$ cat config.mk
export PLATFORM = sky130hd
export DESIGN_NAME = char_lcd_instruction_decoder
export DESIGN_NICKNAME = d
export VERILOG_FILES = /design/src/common/lcd_instr_pkg.sv /design/src/rtl/lcd_busy_timer.sv /design/src/rtl/char_lcd_instruction_decoder.sv
export SDC_FILE = /design/constraint.sdc
export NUM_CORES = 2
export LEC_CHECK = 0
export ABC_AREA = 0
export BUFFER_PORTS_ARGS = -buffer_cell sky130_fd_sc_hd__buf_2
export CELL_PAD_IN_SITES_DETAIL_PLACEMENT = 0
export CELL_PAD_IN_SITES_GLOBAL_PLACEMENT = 1
export CORE_ASPECT_RATIO = 2
export CORE_MARGIN = 8
export CORE_UTILIZATION = 34
export CTS_BUF_LIST = sky130_fd_sc_hd__clkbuf_4
export DETAILED_ROUTE_END_ITERATION = 10
export MAX_ROUTING_LAYER = met4
export PLACE_DENSITY = 0.68
export SLEW_MARGIN = 20
export SYNTH_ARGS = -nofsm -noshare
export SYNTH_HDL_FRONTEND = slang
export SYNTH_SLANG_ARGS = --single-unit
$ cat constraint.sdc
create_clock -name core_clk_in -period 13.5 [get_ports core_clk_in]
set_clock_uncertainty 0.05 [all_clocks]
set_input_delay 0 -clock core_clk_in [delete_from_list [all_inputs] [get_ports core_clk_in]]
set_output_delay 0 -clock core_clk_in [all_outputs]
set_load 0.01 [all_outputs]
$ cat src/common/lcd_instr_pkg.sv
// Constants for the character display instruction decoder.
// Assumes a 200 MHz core clock; bus pins are synchronised by the decoder.
// Overview of operation
// - Code 0001xxxx is cursor or display shift
// - Shift select bits choose cursor or display, direction
// - Two-line cursor wraps from line one to two
// - Display shift leaves pointer, moves shared offset
// - Code 001xxxxx is function set, bit4 bus width
// - Four-bit mode assembles two nibbles per byte
// - Bit3 selects line count, bit2 font height
// - Code 01xxxxxx loads glyph address, selects glyph RAM
// - Top bit set loads character address, selects char RAM
// - Character addresses loaded as given, not limited per line mode
// - Status read returns busy flag and pointer
// - Data write stores byte, steps pointer
// - Address load prefetches RAM into output register
// - Cursor shift reloads output register for char reads
// - Data read steps pointer and prefetches next
// - Clear fills char RAM with spaces, pointer zero
// - Return home zeroes pointer and display offset
// - Short instructions busy 39us, data accesses 43us
// - Eight-bit mode moves a byte per strobe
// - Step direction high increments, low decrements
// - Busy flag reads high while executing
// - Four-bit uses upper lines, high nibble first
package lcd_instr_pkg;
  localparam int unsigned CLK_HZ        = 200_000_000;
  localparam int unsigned SHORT_NS      = 39_000;
  localparam int unsigned DATA_NS       = 43_000;
  localparam int unsigned LONG_NS       = 1_530_000;
  localparam int unsigned SHORT_CYCLES  = SHORT_NS / 5;
  localparam int unsigned DATA_CYCLES   = DATA_NS / 5;
  localparam int unsigned LONG_CYCLES   = LONG_NS / 5;
  localparam logic [6:0]  CHAR_DEPTH    = 7'h50;
  localparam logic [6:0]  LINE2_BASE    = 7'h40;
  localparam logic [6:0]  LINE1_LAST    = 7'h27;
  localparam logic [6:0]  LINE2_LAST    = 7'h67;
  localparam logic [6:0]  ONE_LINE_LAST = 7'h4f;
  localparam logic [6:0]  LEN_ONE       = 7'h50;
  localparam logic [6:0]  LEN_TWO       = 7'h28;
  localparam logic [7:0]  SPACE_CODE    = 8'h20;
  localparam logic        RST_BUS_8BIT  = 1'b1;
  localparam logic        RST_STEP_UP   = 1'b1;
endpackage

$ cat src/rtl/lcd_busy_timer.sv
`timescale 1ns/1ps
// Busy timer: holds busy for a loaded number of core cycles.
// Assumes load is a one-cycle pulse from the decoder.
module lcd_busy_timer #(
  parameter int unsigned W = 20
) (
  input  wire logic         core_clk_in,
  input  wire logic         nrst_in,
  input  wire logic         load_in,
  input  wire logic [W-1:0] count_in,
  output logic              busy_out
);
  typedef struct packed {
    logic [W-1:0] cnt;
  } tmr_s;
  tmr_s st;
  tmr_s next_st;

  always_comb
  begin
    next_st = st;
    if (load_in)
      next_st.cnt = count_in;
    else if (st.cnt != '0)
      next_st.cnt = st.cnt - 1'b1;
  end

  always_ff @(posedge core_clk_in)
  begin
    if (!nrst_in)
      st <= '0;
    else
      st <= next_st;
  end

  assign busy_out = (st.cnt != '0);
endmodule

$ cat src/rtl/char_lcd_instruction_decoder.sv
`timescale 1ns/1ps
// Instruction decoder of the character display controller.
// Assumes the host obeys busy and strobe spacing; bus pins are asynchronous.
module char_lcd_instruction_decoder #(
  parameter int unsigned LONG_CNT = lcd_instr_pkg::LONG_CYCLES
) (
  input  wire logic       core_clk_in,
  input  wire logic       nrst_in,
  input  wire logic       register_select_in,
  input  wire logic       read_not_write_in,
  input  wire logic       strobe_in,
  input  wire logic [7:0] data_in,
  output logic      [7:0] data_out,
  output logic            data_oe_out,
  output logic            internal_busy_flag_out,
  output logic      [6:0] ram_pointer_out,
  output logic            bus_width_select_out,
  output logic            line_count_select_out,
  output logic            font_height_select_out,
  output logic            pointer_step_direction_out,
  output logic            auto_display_shift_out,
  output logic            display_on_out,
  output logic            cursor_on_out,
  output logic            blink_on_out,
  output logic      [6:0] display_offset_out
);
  localparam int unsigned TW = 20;

  typedef enum logic [1:0] {
    ST_IDLE  = 2'b00,
    ST_CLEAR = 2'b01
  } phase_e;

  typedef struct packed {
    logic [1:0] rs_s;
    logic [1:0] rw_s;
    logic [1:0] e_s;
    logic [7:0] d_s0;
    logic [7:0] d_s1;
    logic       e_prev;
    logic       nib_second;
    logic [3:0] nib_hi;
    logic [6:0] ptr;
    logic       sel_char;
    logic [6:0] offset;
    logic [7:0] out_reg;
    logic [7:0] dout;
    logic       oe;
    logic       dl;
    logic       nl;
    logic       fh;
    logic       step_up;
    logic       sh;
    logic       d_on;
    logic       c_on;
    logic       b_on;
    phase_e     phase;
    logic [6:0] clr_idx;
  } dec_s;

  dec_s st;
  dec_s next_st;
  logic [7:0] char_ram [0:79];
  logic [7:0] glyph_ram [0:63];
  logic          tmr_load;
  logic [TW-1:0] tmr_count;
  logic          busy;
  logic          ram_we;
  logic          ram_we_char;
  logic [6:0]    ram_waddr;
  logic [7:0]    ram_wdata;

  // Pointer step honouring line layout and direction
  function automatic logic [6:0] step_ptr(input logic [6:0] p,
                                          input logic up,
                                          input logic two,
                                          input logic chr);
    logic [6:0] r;
    r = up ? p + 7'd1 : p - 7'd1;
    if (!chr)
      r = {1'b0, r[5:0]};
    else if (!two)
    begin
      if (up && p == lcd_instr_pkg::ONE_LINE_LAST)
        r = 7'h00;
      else if (!up && p == 7'h00)
        r = lcd_instr_pkg::ONE_LINE_LAST;
    end
    else
    begin
      if (up && p == lcd_instr_pkg::LINE1_LAST)
        r = lcd_instr_pkg::LINE2_BASE;
      else if (up && p == lcd_instr_pkg::LINE2_LAST)
        r = 7'h00;
      else if (!up && p == lcd_instr_pkg::LINE2_BASE)
        r = lcd_instr_pkg::LINE1_LAST;
      else if (!up && p == 7'h00)
        r = lcd_instr_pkg::LINE2_LAST;
    end
    return r;
  endfunction

  // Map a pointer onto the flat 80-entry character store
  function automatic logic [6:0] char_idx(input logic [6:0] p);
    logic [6:0] r;
    r = p[6] ? p - 7'h18 : p;
    if (r >= lcd_instr_pkg::CHAR_DEPTH)
      r = 7'h00;
    return r;
  endfunction

  function automatic logic [7:0] ram_rd(input logic chr,
                                        input logic [6:0] p);
    logic [7:0] r;
    r = chr ? char_ram[char_idx(p)] : glyph_ram[p[5:0]];
    return r;
  endfunction

  lcd_busy_timer #(.W(TW)) u_busy (
    .core_clk_in (core_clk_in),
    .nrst_in     (nrst_in),
    .load_in     (tmr_load),
    .count_in    (tmr_count),
    .busy_out    (busy)
  );

  always_comb
  begin
    logic [7:0] byte_v;
    logic       act;
    logic       fall;
    logic [6:0] len;
    byte_v = 8'h00;
    act = 1'b0;
    next_st = st;
    tmr_load = 1'b0;
    tmr_count = '0;
    ram_we = 1'b0;
    ram_we_char = 1'b0;
    ram_waddr = 7'h00;
    ram_wdata = 8'h00;
    next_st.rs_s = {st.rs_s[0], register_select_in};
    next_st.rw_s = {st.rw_s[0], read_not_write_in};
    next_st.e_s  = {st.e_s[0], strobe_in};
    next_st.d_s0 = data_in;
    next_st.d_s1 = st.d_s0;
    next_st.e_prev = st.e_s[1];
    fall = st.e_prev && !st.e_s[1];
    len = st.nl ? lcd_instr_pkg::LEN_TWO : lcd_instr_pkg::LEN_ONE;
    // Read data is presented while strobe is high; 4-bit reads give
    // the high nibble first on the upper lines
    next_st.oe = st.e_s[1] && st.rw_s[1];
    if (st.rs_s[1])
      byte_v = st.out_reg;
    else
      byte_v = {busy, st.ptr};
    if (st.dl || !st.nib_second)
      next_st.dout = byte_v;
    else
      next_st.dout = {byte_v[3:0], 4'h0};
    if (st.phase == ST_CLEAR)
    begin
      ram_we = 1'b1;
      ram_we_char = 1'b1;
      ram_waddr = st.clr_idx;
      ram_wdata = lcd_instr_pkg::SPACE_CODE;
      next_st.clr_idx = st.clr_idx + 7'd1;
      if (st.clr_idx == lcd_instr_pkg::CHAR_DEPTH - 7'd1)
        next_st.phase = ST_IDLE;
    end
    if (fall)
    begin
      if (st.dl)
      begin
        byte_v = st.d_s1;
        act = 1'b1;
      end
      else if (!st.nib_second)
      begin
        next_st.nib_hi = st.d_s1[7:4];
        next_st.nib_second = 1'b1;
      end
      else
      begin
        byte_v = {st.nib_hi, st.d_s1[7:4]};
        next_st.nib_second = 1'b0;
        act = 1'b1;
      end
    end
    if (act && !st.rs_s[1] && !st.rw_s[1])
    begin
      tmr_load = 1'b1;
      tmr_count = TW'(lcd_instr_pkg::SHORT_CYCLES);
      if (byte_v[7])
      begin
        next_st.ptr = byte_v[6:0];
        next_st.sel_char = 1'b1;
        next_st.out_reg = ram_rd(1'b1, byte_v[6:0]);
      end
      else if (byte_v[6])
      begin
        next_st.ptr = {1'b0, byte_v[5:0]};
        next_st.sel_char = 1'b0;
        next_st.out_reg = ram_rd(1'b0, {1'b0, byte_v[5:0]});
      end
      else if (byte_v[5])
      begin
        next_st.dl = byte_v[4];
        next_st.nl = byte_v[3];
        next_st.fh = byte_v[2];
      end
      else if (byte_v[4])
      begin
        if (!byte_v[3])
        begin
          next_st.ptr = step_ptr(st.ptr, byte_v[2], st.nl,
                                 st.sel_char);
          if (st.sel_char)
            next_st.out_reg = ram_rd(1'b1, next_st.ptr);
        end
        else if (byte_v[2])
          next_st.offset = (st.offset == len - 7'd1) ? 7'h00
                           : st.offset + 7'd1;
        else
          next_st.offset = (st.offset == 7'h00) ? len - 7'd1
                           : st.offset - 7'd1;
      end
      else if (byte_v[3])
      begin
        next_st.d_on = byte_v[2];
        next_st.c_on = byte_v[1];
        next_st.b_on = byte_v[0];
      end
      else if (byte_v[2])
      begin
        next_st.step_up = byte_v[1];
        next_st.sh = byte_v[0];
      end
      else if (byte_v[1])
      begin
        next_st.ptr = 7'h00;
        next_st.offset = 7'h00;
        tmr_count = TW'(LONG_CNT);
      end
      else if (byte_v[0])
      begin
        next_st.ptr = 7'h00;
        next_st.offset = 7'h00;
        next_st.step_up = 1'b1;
        next_st.sel_char = 1'b1;
        next_st.phase = ST_CLEAR;
        next_st.clr_idx = 7'h00;
        tmr_count = TW'(LONG_CNT);
      end
      else
        tmr_load = 1'b0;
    end
    else if (act && st.rs_s[1])
    begin
      tmr_load = 1'b1;
      tmr_count = TW'(lcd_instr_pkg::DATA_CYCLES);
      next_st.ptr = step_ptr(st.ptr, st.step_up, st.nl, st.sel_char);
      if (!st.rw_s[1])
      begin
        ram_we = 1'b1;
        ram_we_char = st.sel_char;
        ram_waddr = st.ptr;
        ram_wdata = byte_v;
        if (st.sh && st.sel_char)
          next_st.offset = st.step_up
            ? ((st.offset == len - 7'd1) ? 7'h00 : st.offset + 7'd1)
            : ((st.offset == 7'h00) ? len - 7'd1 : st.offset - 7'd1);
      end
      else
        next_st.out_reg = ram_rd(st.sel_char, next_st.ptr);
    end
  end

  always_ff @(posedge core_clk_in)
  begin
    if (ram_we && ram_we_char)
      char_ram[(st.phase == ST_CLEAR) ? ram_waddr
               : char_idx(ram_waddr)] <= ram_wdata;
    else if (ram_we)
      glyph_ram[ram_waddr[5:0]] <= ram_wdata;
  end

  always_ff @(posedge core_clk_in)
  begin
    if (!nrst_in)
    begin
      st <= '0;
      st.dl <= lcd_instr_pkg::RST_BUS_8BIT;
      st.step_up <= lcd_instr_pkg::RST_STEP_UP;
      st.sel_char <= 1'b1;
      st.phase <= ST_IDLE;
    end
    else
      st <= next_st;
  end

  assign data_out = st.dout;
  assign data_oe_out = st.oe;
  assign internal_busy_flag_out = busy;
  assign ram_pointer_out = st.ptr;
  assign bus_width_select_out = st.dl;
  assign line_count_select_out = st.nl;
  assign font_height_select_out = st.fh;
  assign pointer_step_direction_out = st.step_up;
  assign auto_display_shift_out = st.sh;
  assign display_on_out = st.d_on;
  assign cursor_on_out = st.c_on;
  assign blink_on_out = st.b_on;
  assign display_offset_out = st.offset;
endmodule

---- After elaboration in Yosys (flattened, before gate mapping) ----
Memories as Yosys holds them, arrays and structs flattened.
Cells that the tools add are included.
cells by class
  add/sub/neg operators ................... 11
  magnitude comparators ................... 4
  equal/unequal tests ..................... 28
  mux-type cells .......................... 148
  bitwise gates (word level) .............. 7
  reduce and logical (&&, ||, !) cells .... 43
operators by type and width
  kind                   number
  $mux 7                 69
  $mux 20                10
  $mux 8                 17
  $mux 15                6
  $mux 9                 10
  $mux 1                 31
  $eq 7x7->1 const B     4
  $ge 7x7->1 const B     4
  $sub 7x5->7 const B    4
  $ne 4x4->1 const B     6
  $mux 23                1
  $add 7x1->7 const B    3
  $sub 7x1->7 const B    3
  $reduce_bool 20->1     1
  $sub 20x1->20 const B  1
  $mux 19                1
  $logic_and 1x1->1      17
  $ne 3x1->1 const B     5
  $logic_not 7->1        2
  $mux 14                1
  $reduce_and 7->1       2
  $reduce_and 6->1       2
  $reduce_and 10->1      1
  $reduce_bool 2->1      5
  18 further kinds       35
storage, ports and cells
  flip-flop bits (word level) ............. 97
  RAM bits ................................ 1152
  input bits .............................. 13
  output and inout port bits .............. 32
  word-level logic and storage cells ...... 269
  memories kept ........................... 2
memories
  memory     words  bits a word  read ports  clocked after memory_dff  wr ports  line                                RTL
  char_ram   80     8            3           0                         1         char_lcd_instruction_decoder.sv:63  logic [7:0] char_ram [0:79];
  glyph_ram  64     8            2           0                         1         char_lcd_instruction_decoder.sv:64  logic [7:0] glyph_ram [0:63];

---- Depth between registers and ports, before layout ----
An unclocked memory read counts as a cell.
  depth in word-level cells ............... 38
  gate-level depth with buffers ........... 26
  mapped depth without buffers ............ 19

---- Modules after synthesis ----
Synthesis repeated with hierarchy kept, for this count alone.
second synthesis, totals
  cells, all modules ...................... 7564
  area total of the unflattened synthesis .. 70024.7 µm²
by module, submodules not included
  module                        times used  cells an instance  area each (µm²)  sequential area each (µm²)
  char_lcd_instruction_decoder  1           7409               68799.7          36134.7
  lcd_busy_timer                1           155                1224.9           400.4

---- Worst setup path before layout ----
OpenSTA, ideal clock, no wires.
  path kind ............................... flip-flop to flip-flop
  start ................................... register st[54] (netlist bit)
  end ..................................... memory char_ram[0][5] (data pin)
  library setup time ...................... 1321 ps
  data arrival time ....................... 7340 ps
  required time ........................... 12129 ps
  slack ................................... 4789 ps
  stages on the path, launching flop included .. 8
  buffers on the path ..................... 3
  clock period less this slack ............ 8711 ps
  path through ............................ dfxtp_1 nor2b_1 clkbuf_1 nand2_1 or3_1 clkbuf_1 clkbuf_1 o21ai_0
between the ends
  word-level cells in the longest chain between the ends .. 5
  elaborated cells on any way between the ends .. 9
  classes of those cells .................. 5 x mux; 4 x reduce/logical
RTL lines
  item                                         line                                                                      RTL
  from (decl)                                  char_lcd_instruction_decoder.sv:61                                        dec_s st;
  from (signal assigned)                       char_lcd_instruction_decoder.sv:299                                       st <= next_st;
  $logic_and 1x1->1 *                          char_lcd_instruction_decoder.sv:148                                       fall = st.e_prev && !st.e_s[1];
  $mux 8 or $mux 1 (tied branches)             char_lcd_instruction_decoder.sv:171                                       if (fall)
  $mux 8, or another cell as far along         char_lcd_instruction_decoder.sv:263                                       if (!st.rw_s[1])
  $mux 8 or $logic_and 1x1->1 (tied branches)  char_lcd_instruction_decoder.sv:258, char_lcd_instruction_decoder.sv:190
  $mux 8 *                                     char_lcd_instruction_decoder.sv:190                                       if (act && !st.rs_s[1] && !st.rw_s[1])
  net ram_wdata[5]                             char_lcd_instruction_decoder.sv:71                                        logic [7:0] ram_wdata;
  to (decl)                                    char_lcd_instruction_decoder.sv:63
Mark *: on every way through the listed nets, which the timed path passes. The rest lies on a longest branch.

---- Worst setup path after layout ----
  start ................................... register st[76] (netlist bit)
  end ..................................... register st[31] (netlist bit)
between the ends
  word-level cells in the longest chain between the ends .. 37
  elaborated cells on any way between the ends .. 62
  classes of those cells .................. 2 x add/sub; 2 x order compare; 4 x eq/ne; 39 x mux; 13 x reduce/logical; 2 x memory
RTL lines
  item               line                                                                                                        RTL
  $mux 8             char_lcd_instruction_decoder.sv:153                                                                         if (st.rs_s[1])
  $mux 8             char_lcd_instruction_decoder.sv:178                                                                         else if (!st.nib_second)
  $mux 8             char_lcd_instruction_decoder.sv:173                                                                         if (st.dl)
  $mux 8             char_lcd_instruction_decoder.sv:171
  $logic_not 1->1    char_lcd_instruction_decoder.sv:86, char_lcd_instruction_decoder.sv:95, char_lcd_instruction_decoder.sv:97
  $logic_and 1x1->1  char_lcd_instruction_decoder.sv:86, char_lcd_instruction_decoder.sv:97
  $mux 7             char_lcd_instruction_decoder.sv:97                                                                          else if (!up && p == 7'h00)
  $mux 7             char_lcd_instruction_decoder.sv:95                                                                          else if (!up && p == lcd_instr_pkg::LINE2_BASE)
  (+21 left out)     --
  $mem_v2 80x8       --
  $mux 8             char_lcd_instruction_decoder.sv:218                                                                         if (st.sel_char)
  $mux 8             char_lcd_instruction_decoder.sv:214                                                                         if (!byte_v[3])
  $mux 8             char_lcd_instruction_decoder.sv:212                                                                         else if (byte_v[4])
  $mux 23            char_lcd_instruction_decoder.sv:206                                                                         else if (byte_v[5])
  $mux 8             char_lcd_instruction_decoder.sv:200                                                                         else if (byte_v[6])
  $mux 8             char_lcd_instruction_decoder.sv:194                                                                         if (byte_v[7])
  $mux 15            char_lcd_instruction_decoder.sv:190
Parallel ways exist; a longest one is shown, timed or not. The select of a mux whose other input is x is not followed.
A chain may end at the register's enable or synchronous reset.

==> flow_summary.json <==
{
  "hpwlAfterDp_mm": 336.4,
  "nNetsFinal": 7773,
  "critical-path-top-delay-family": "simple AND/OR/NAND/NOR gates",
  "dieArea_um2": 220700,
  "postCtsSetupBuffers": 0,
  "hold_violations": 0,
  "vias_per_cell": 6.669,
  "crit_chain": "mux2_2, a32o_1, a221oi_4, buf_4, inv_2, ha_1, o211ai_1, nand3_1, o21ai_4, buf_4, buf_4, nand2_1, o22ai_1, nor3_1, nor3_1, nand4_1, and4_1, a2111oi_2",
  "cp-start-kind": "flop",
  "synth_edf_count": 1152,
  "slew_violations": 0,
  "async_flop_share": 0,
  "grt_use_total": 0.4435,
  "fin_setup_tns_ps": 0,
  "synth-main-ff-cell": "edfxtp_1",
  "final_cell_mix": "2240 x nand2_1, 1152 x edfxtp_1, 729 x nand3_1",
  "gr-total-overflow": 0,
  "netlist_instances": 7598,
  "cts.htree.levels": 5,
  "pin_count": 45,
  "synthSimpleGateAreaFrac": 0.2367,
  "start_util": 0.3412,
  "die_h_um": 656.4,
  "gp_congestion": 1.105,
  "critPathRequiredTime_ps": 14670,
  "cts_buffers": 319,
  "fp.dieW_um": 336.2,
  "syn_area_um2": 69720,
  "clkSlewWorstSetupHoldPaths_ps": 80,
  "synth-xor-area-share": 0.004397,
  "finalSetupViolCount": 0,
  "status": "complete, no violations",
  "cp_max_fo": 30,
  "grt_pass1_wl_mm": 640.3,
  "dp_slack_ps": 5827,
  "rows": 235,
  "cpMostUsedCell": "buf_4",
  "end_kind": "flop",
  "port_buffers": 44,
  "critPathKind": "flop to flop",
  "period_needed_ps": 8151,
  "antenna_found_initial": 68,
  "hp-class": "input port to flop",
  "rsz0062_at_grt": "no",
  "cts_root_buf": "clkbuf_4",
  "holdWs_ps": 107.5,
  "synthAdderAreaFrac": 0.002871,
  "syn_avg_cell_area_um2": 9.176,
  "post_synth_mux_area_share": 0.03202,
  "ctsResizeCount": 0,
  "area_growth_pct": 13.74,
  "dr_total_vias": 71920,
  "wirelength_mm": 487.5,
  "cts_buffer_depth": 4,
  "dr.first_iter.drc_count": 10220,
  "critPathMaxStageDelay_ps": 870,
  "finalCritPeriodShare": 0.6038,
  "placedCellCount": 10110,
  "grt_pass1_vias": 68310,
  "synth_seq_area_share": 0.5240,
  "drc": 0,
  "wl_per_cell_um": 45.21,
  "fin_cells": 10780,
  "ant_nets": 0,
  "mappedNetlistNets": 7627,
  "final_common_cell": "nand2_1",
  "arrival_ps": 9320,
  "clk_latency_ps": 1360,
  "cts_hold_buf": 35,
  "yosysWarnings": 0,
  "cts_sinks": 1249,
  "cap_violations": 0,
  "drt_first_pass_iters": 9,
  "cts_tree": "yes",
  "tightest_slew_ps": 1333,
  "synth-compound-area-share": 0.1577,
  "max_freq_ghz": 0.1227,
  "path_buf_inv": 4,
  "final_cell_area_um2": 79300,
  "ir_drop_v": 0.00005722,
  "p_leak_nw": 27.75,
  "p_per_area_nw_per_um2": 115.2,
  "synth_top_family_by_area": "simple AND/OR/NAND/NOR gates",
  "crit_slowest_cell": "o21ai_4",
  "synth_cell_types": 109,
  "core-area_um2": 204400,
  "placed_area_um2": 74350,
  "synth-seq-cells": 1249,
  "drive_gt1_frac": 0.1460,
  "slew_headroom": 0.1037,
  "grt_max_degree": 121,
  "worst_slack_ps": 5349
}
[kinds of logic after synthesis]
kind of cell,after synthesis
AO/OA/AOI/OAI,1574
XOR/XNOR,35
adder cells (fa/ha/maj),16
buffers and inverters,659
flip-flops,1249
multiplexers,206
AND/OR/NAND/NOR,3859
[power breakdown]
part	internal, mW	leakage, nW	switching, mW
registers	4.19	13.0	0.0289
logic	0.296	12.3	0.990
clock network	1.81	2.50	1.83
total	6.29	27.7	2.85
[per-layer routing]
layer	global-route usage	wire length [µm]
met5	-	0
met4	0.4741	70460
met3	0.1218	45690
met2	0.6881	223300
met1	0.4248	148000
[cell usage after synthesis, types with 138 or more instances]
master    number  area share
a21oi_1      305       0.022
a311oi_1     196       0.025
a31oi_1      195       0.017
and3_1       138       0.012
buf_2        223       0.016
clkbuf_1     271       0.015
edfxtp_1    1152        0.50
mux2i_1      171       0.025
nand2_1     2252        0.12
nand3_1      730       0.052
nor2_1       442       0.024
o21ai_0      238       0.017
[registers in the layout (all words and copies together) (netlist names), 7 cells and up]
register / cells
char_ram: 640
u_busy.st: 20
ram_pointer_out: 7
st: 34
display_offset_out: 7
next_st: 12
glyph_ram: 512
data_out: 8
[metrics by stage]
step | total power, mW | utilization
2_1_floorplan | 4.800 | -
3_3_place_gp | 5.480 | 0.3632
3_5_place_dp | 5.477 | 0.3638
4_1_cts | 9.061 | 0.3862
5_1_grt | 9.288 | 0.3879
6_report | 9.136 | 0.3880
[worst min-delay path, delay by kind of cell]
family                 cells  cell delay (ps)
buffers and inverters      2              700
AO/OA/AOI/OAI              3              410
AND/OR/NAND/NOR            1              330
[area by class of cell]
cell class	count	area (µm²)
Clock inverter	129	924.6
Sequential cell	1249	36540
Tap cell	2725	3410
Multi-Input combinational cell	5690	31220
Clock buffer	440	3303
Fill cell	20510	125100
Antenna cell	66	165.2
Inverter	31	116.4
Timing Repair Buffer	453	3622
[worst paths after layout]
check / from / endpoint / slack (ps) / depth (start not counted)
hold reg to reg: next_st[60] / st[60] / 390 / 1
setup / recovery: st[76] / st[31] / 5350 / 18
setup reg to reg: st[76] / st[31] / 5350 / 18
hold / removal: nrst_in / st[28] / 110 / 6
No activity file was read; power rests on OpenSTA's default activity.
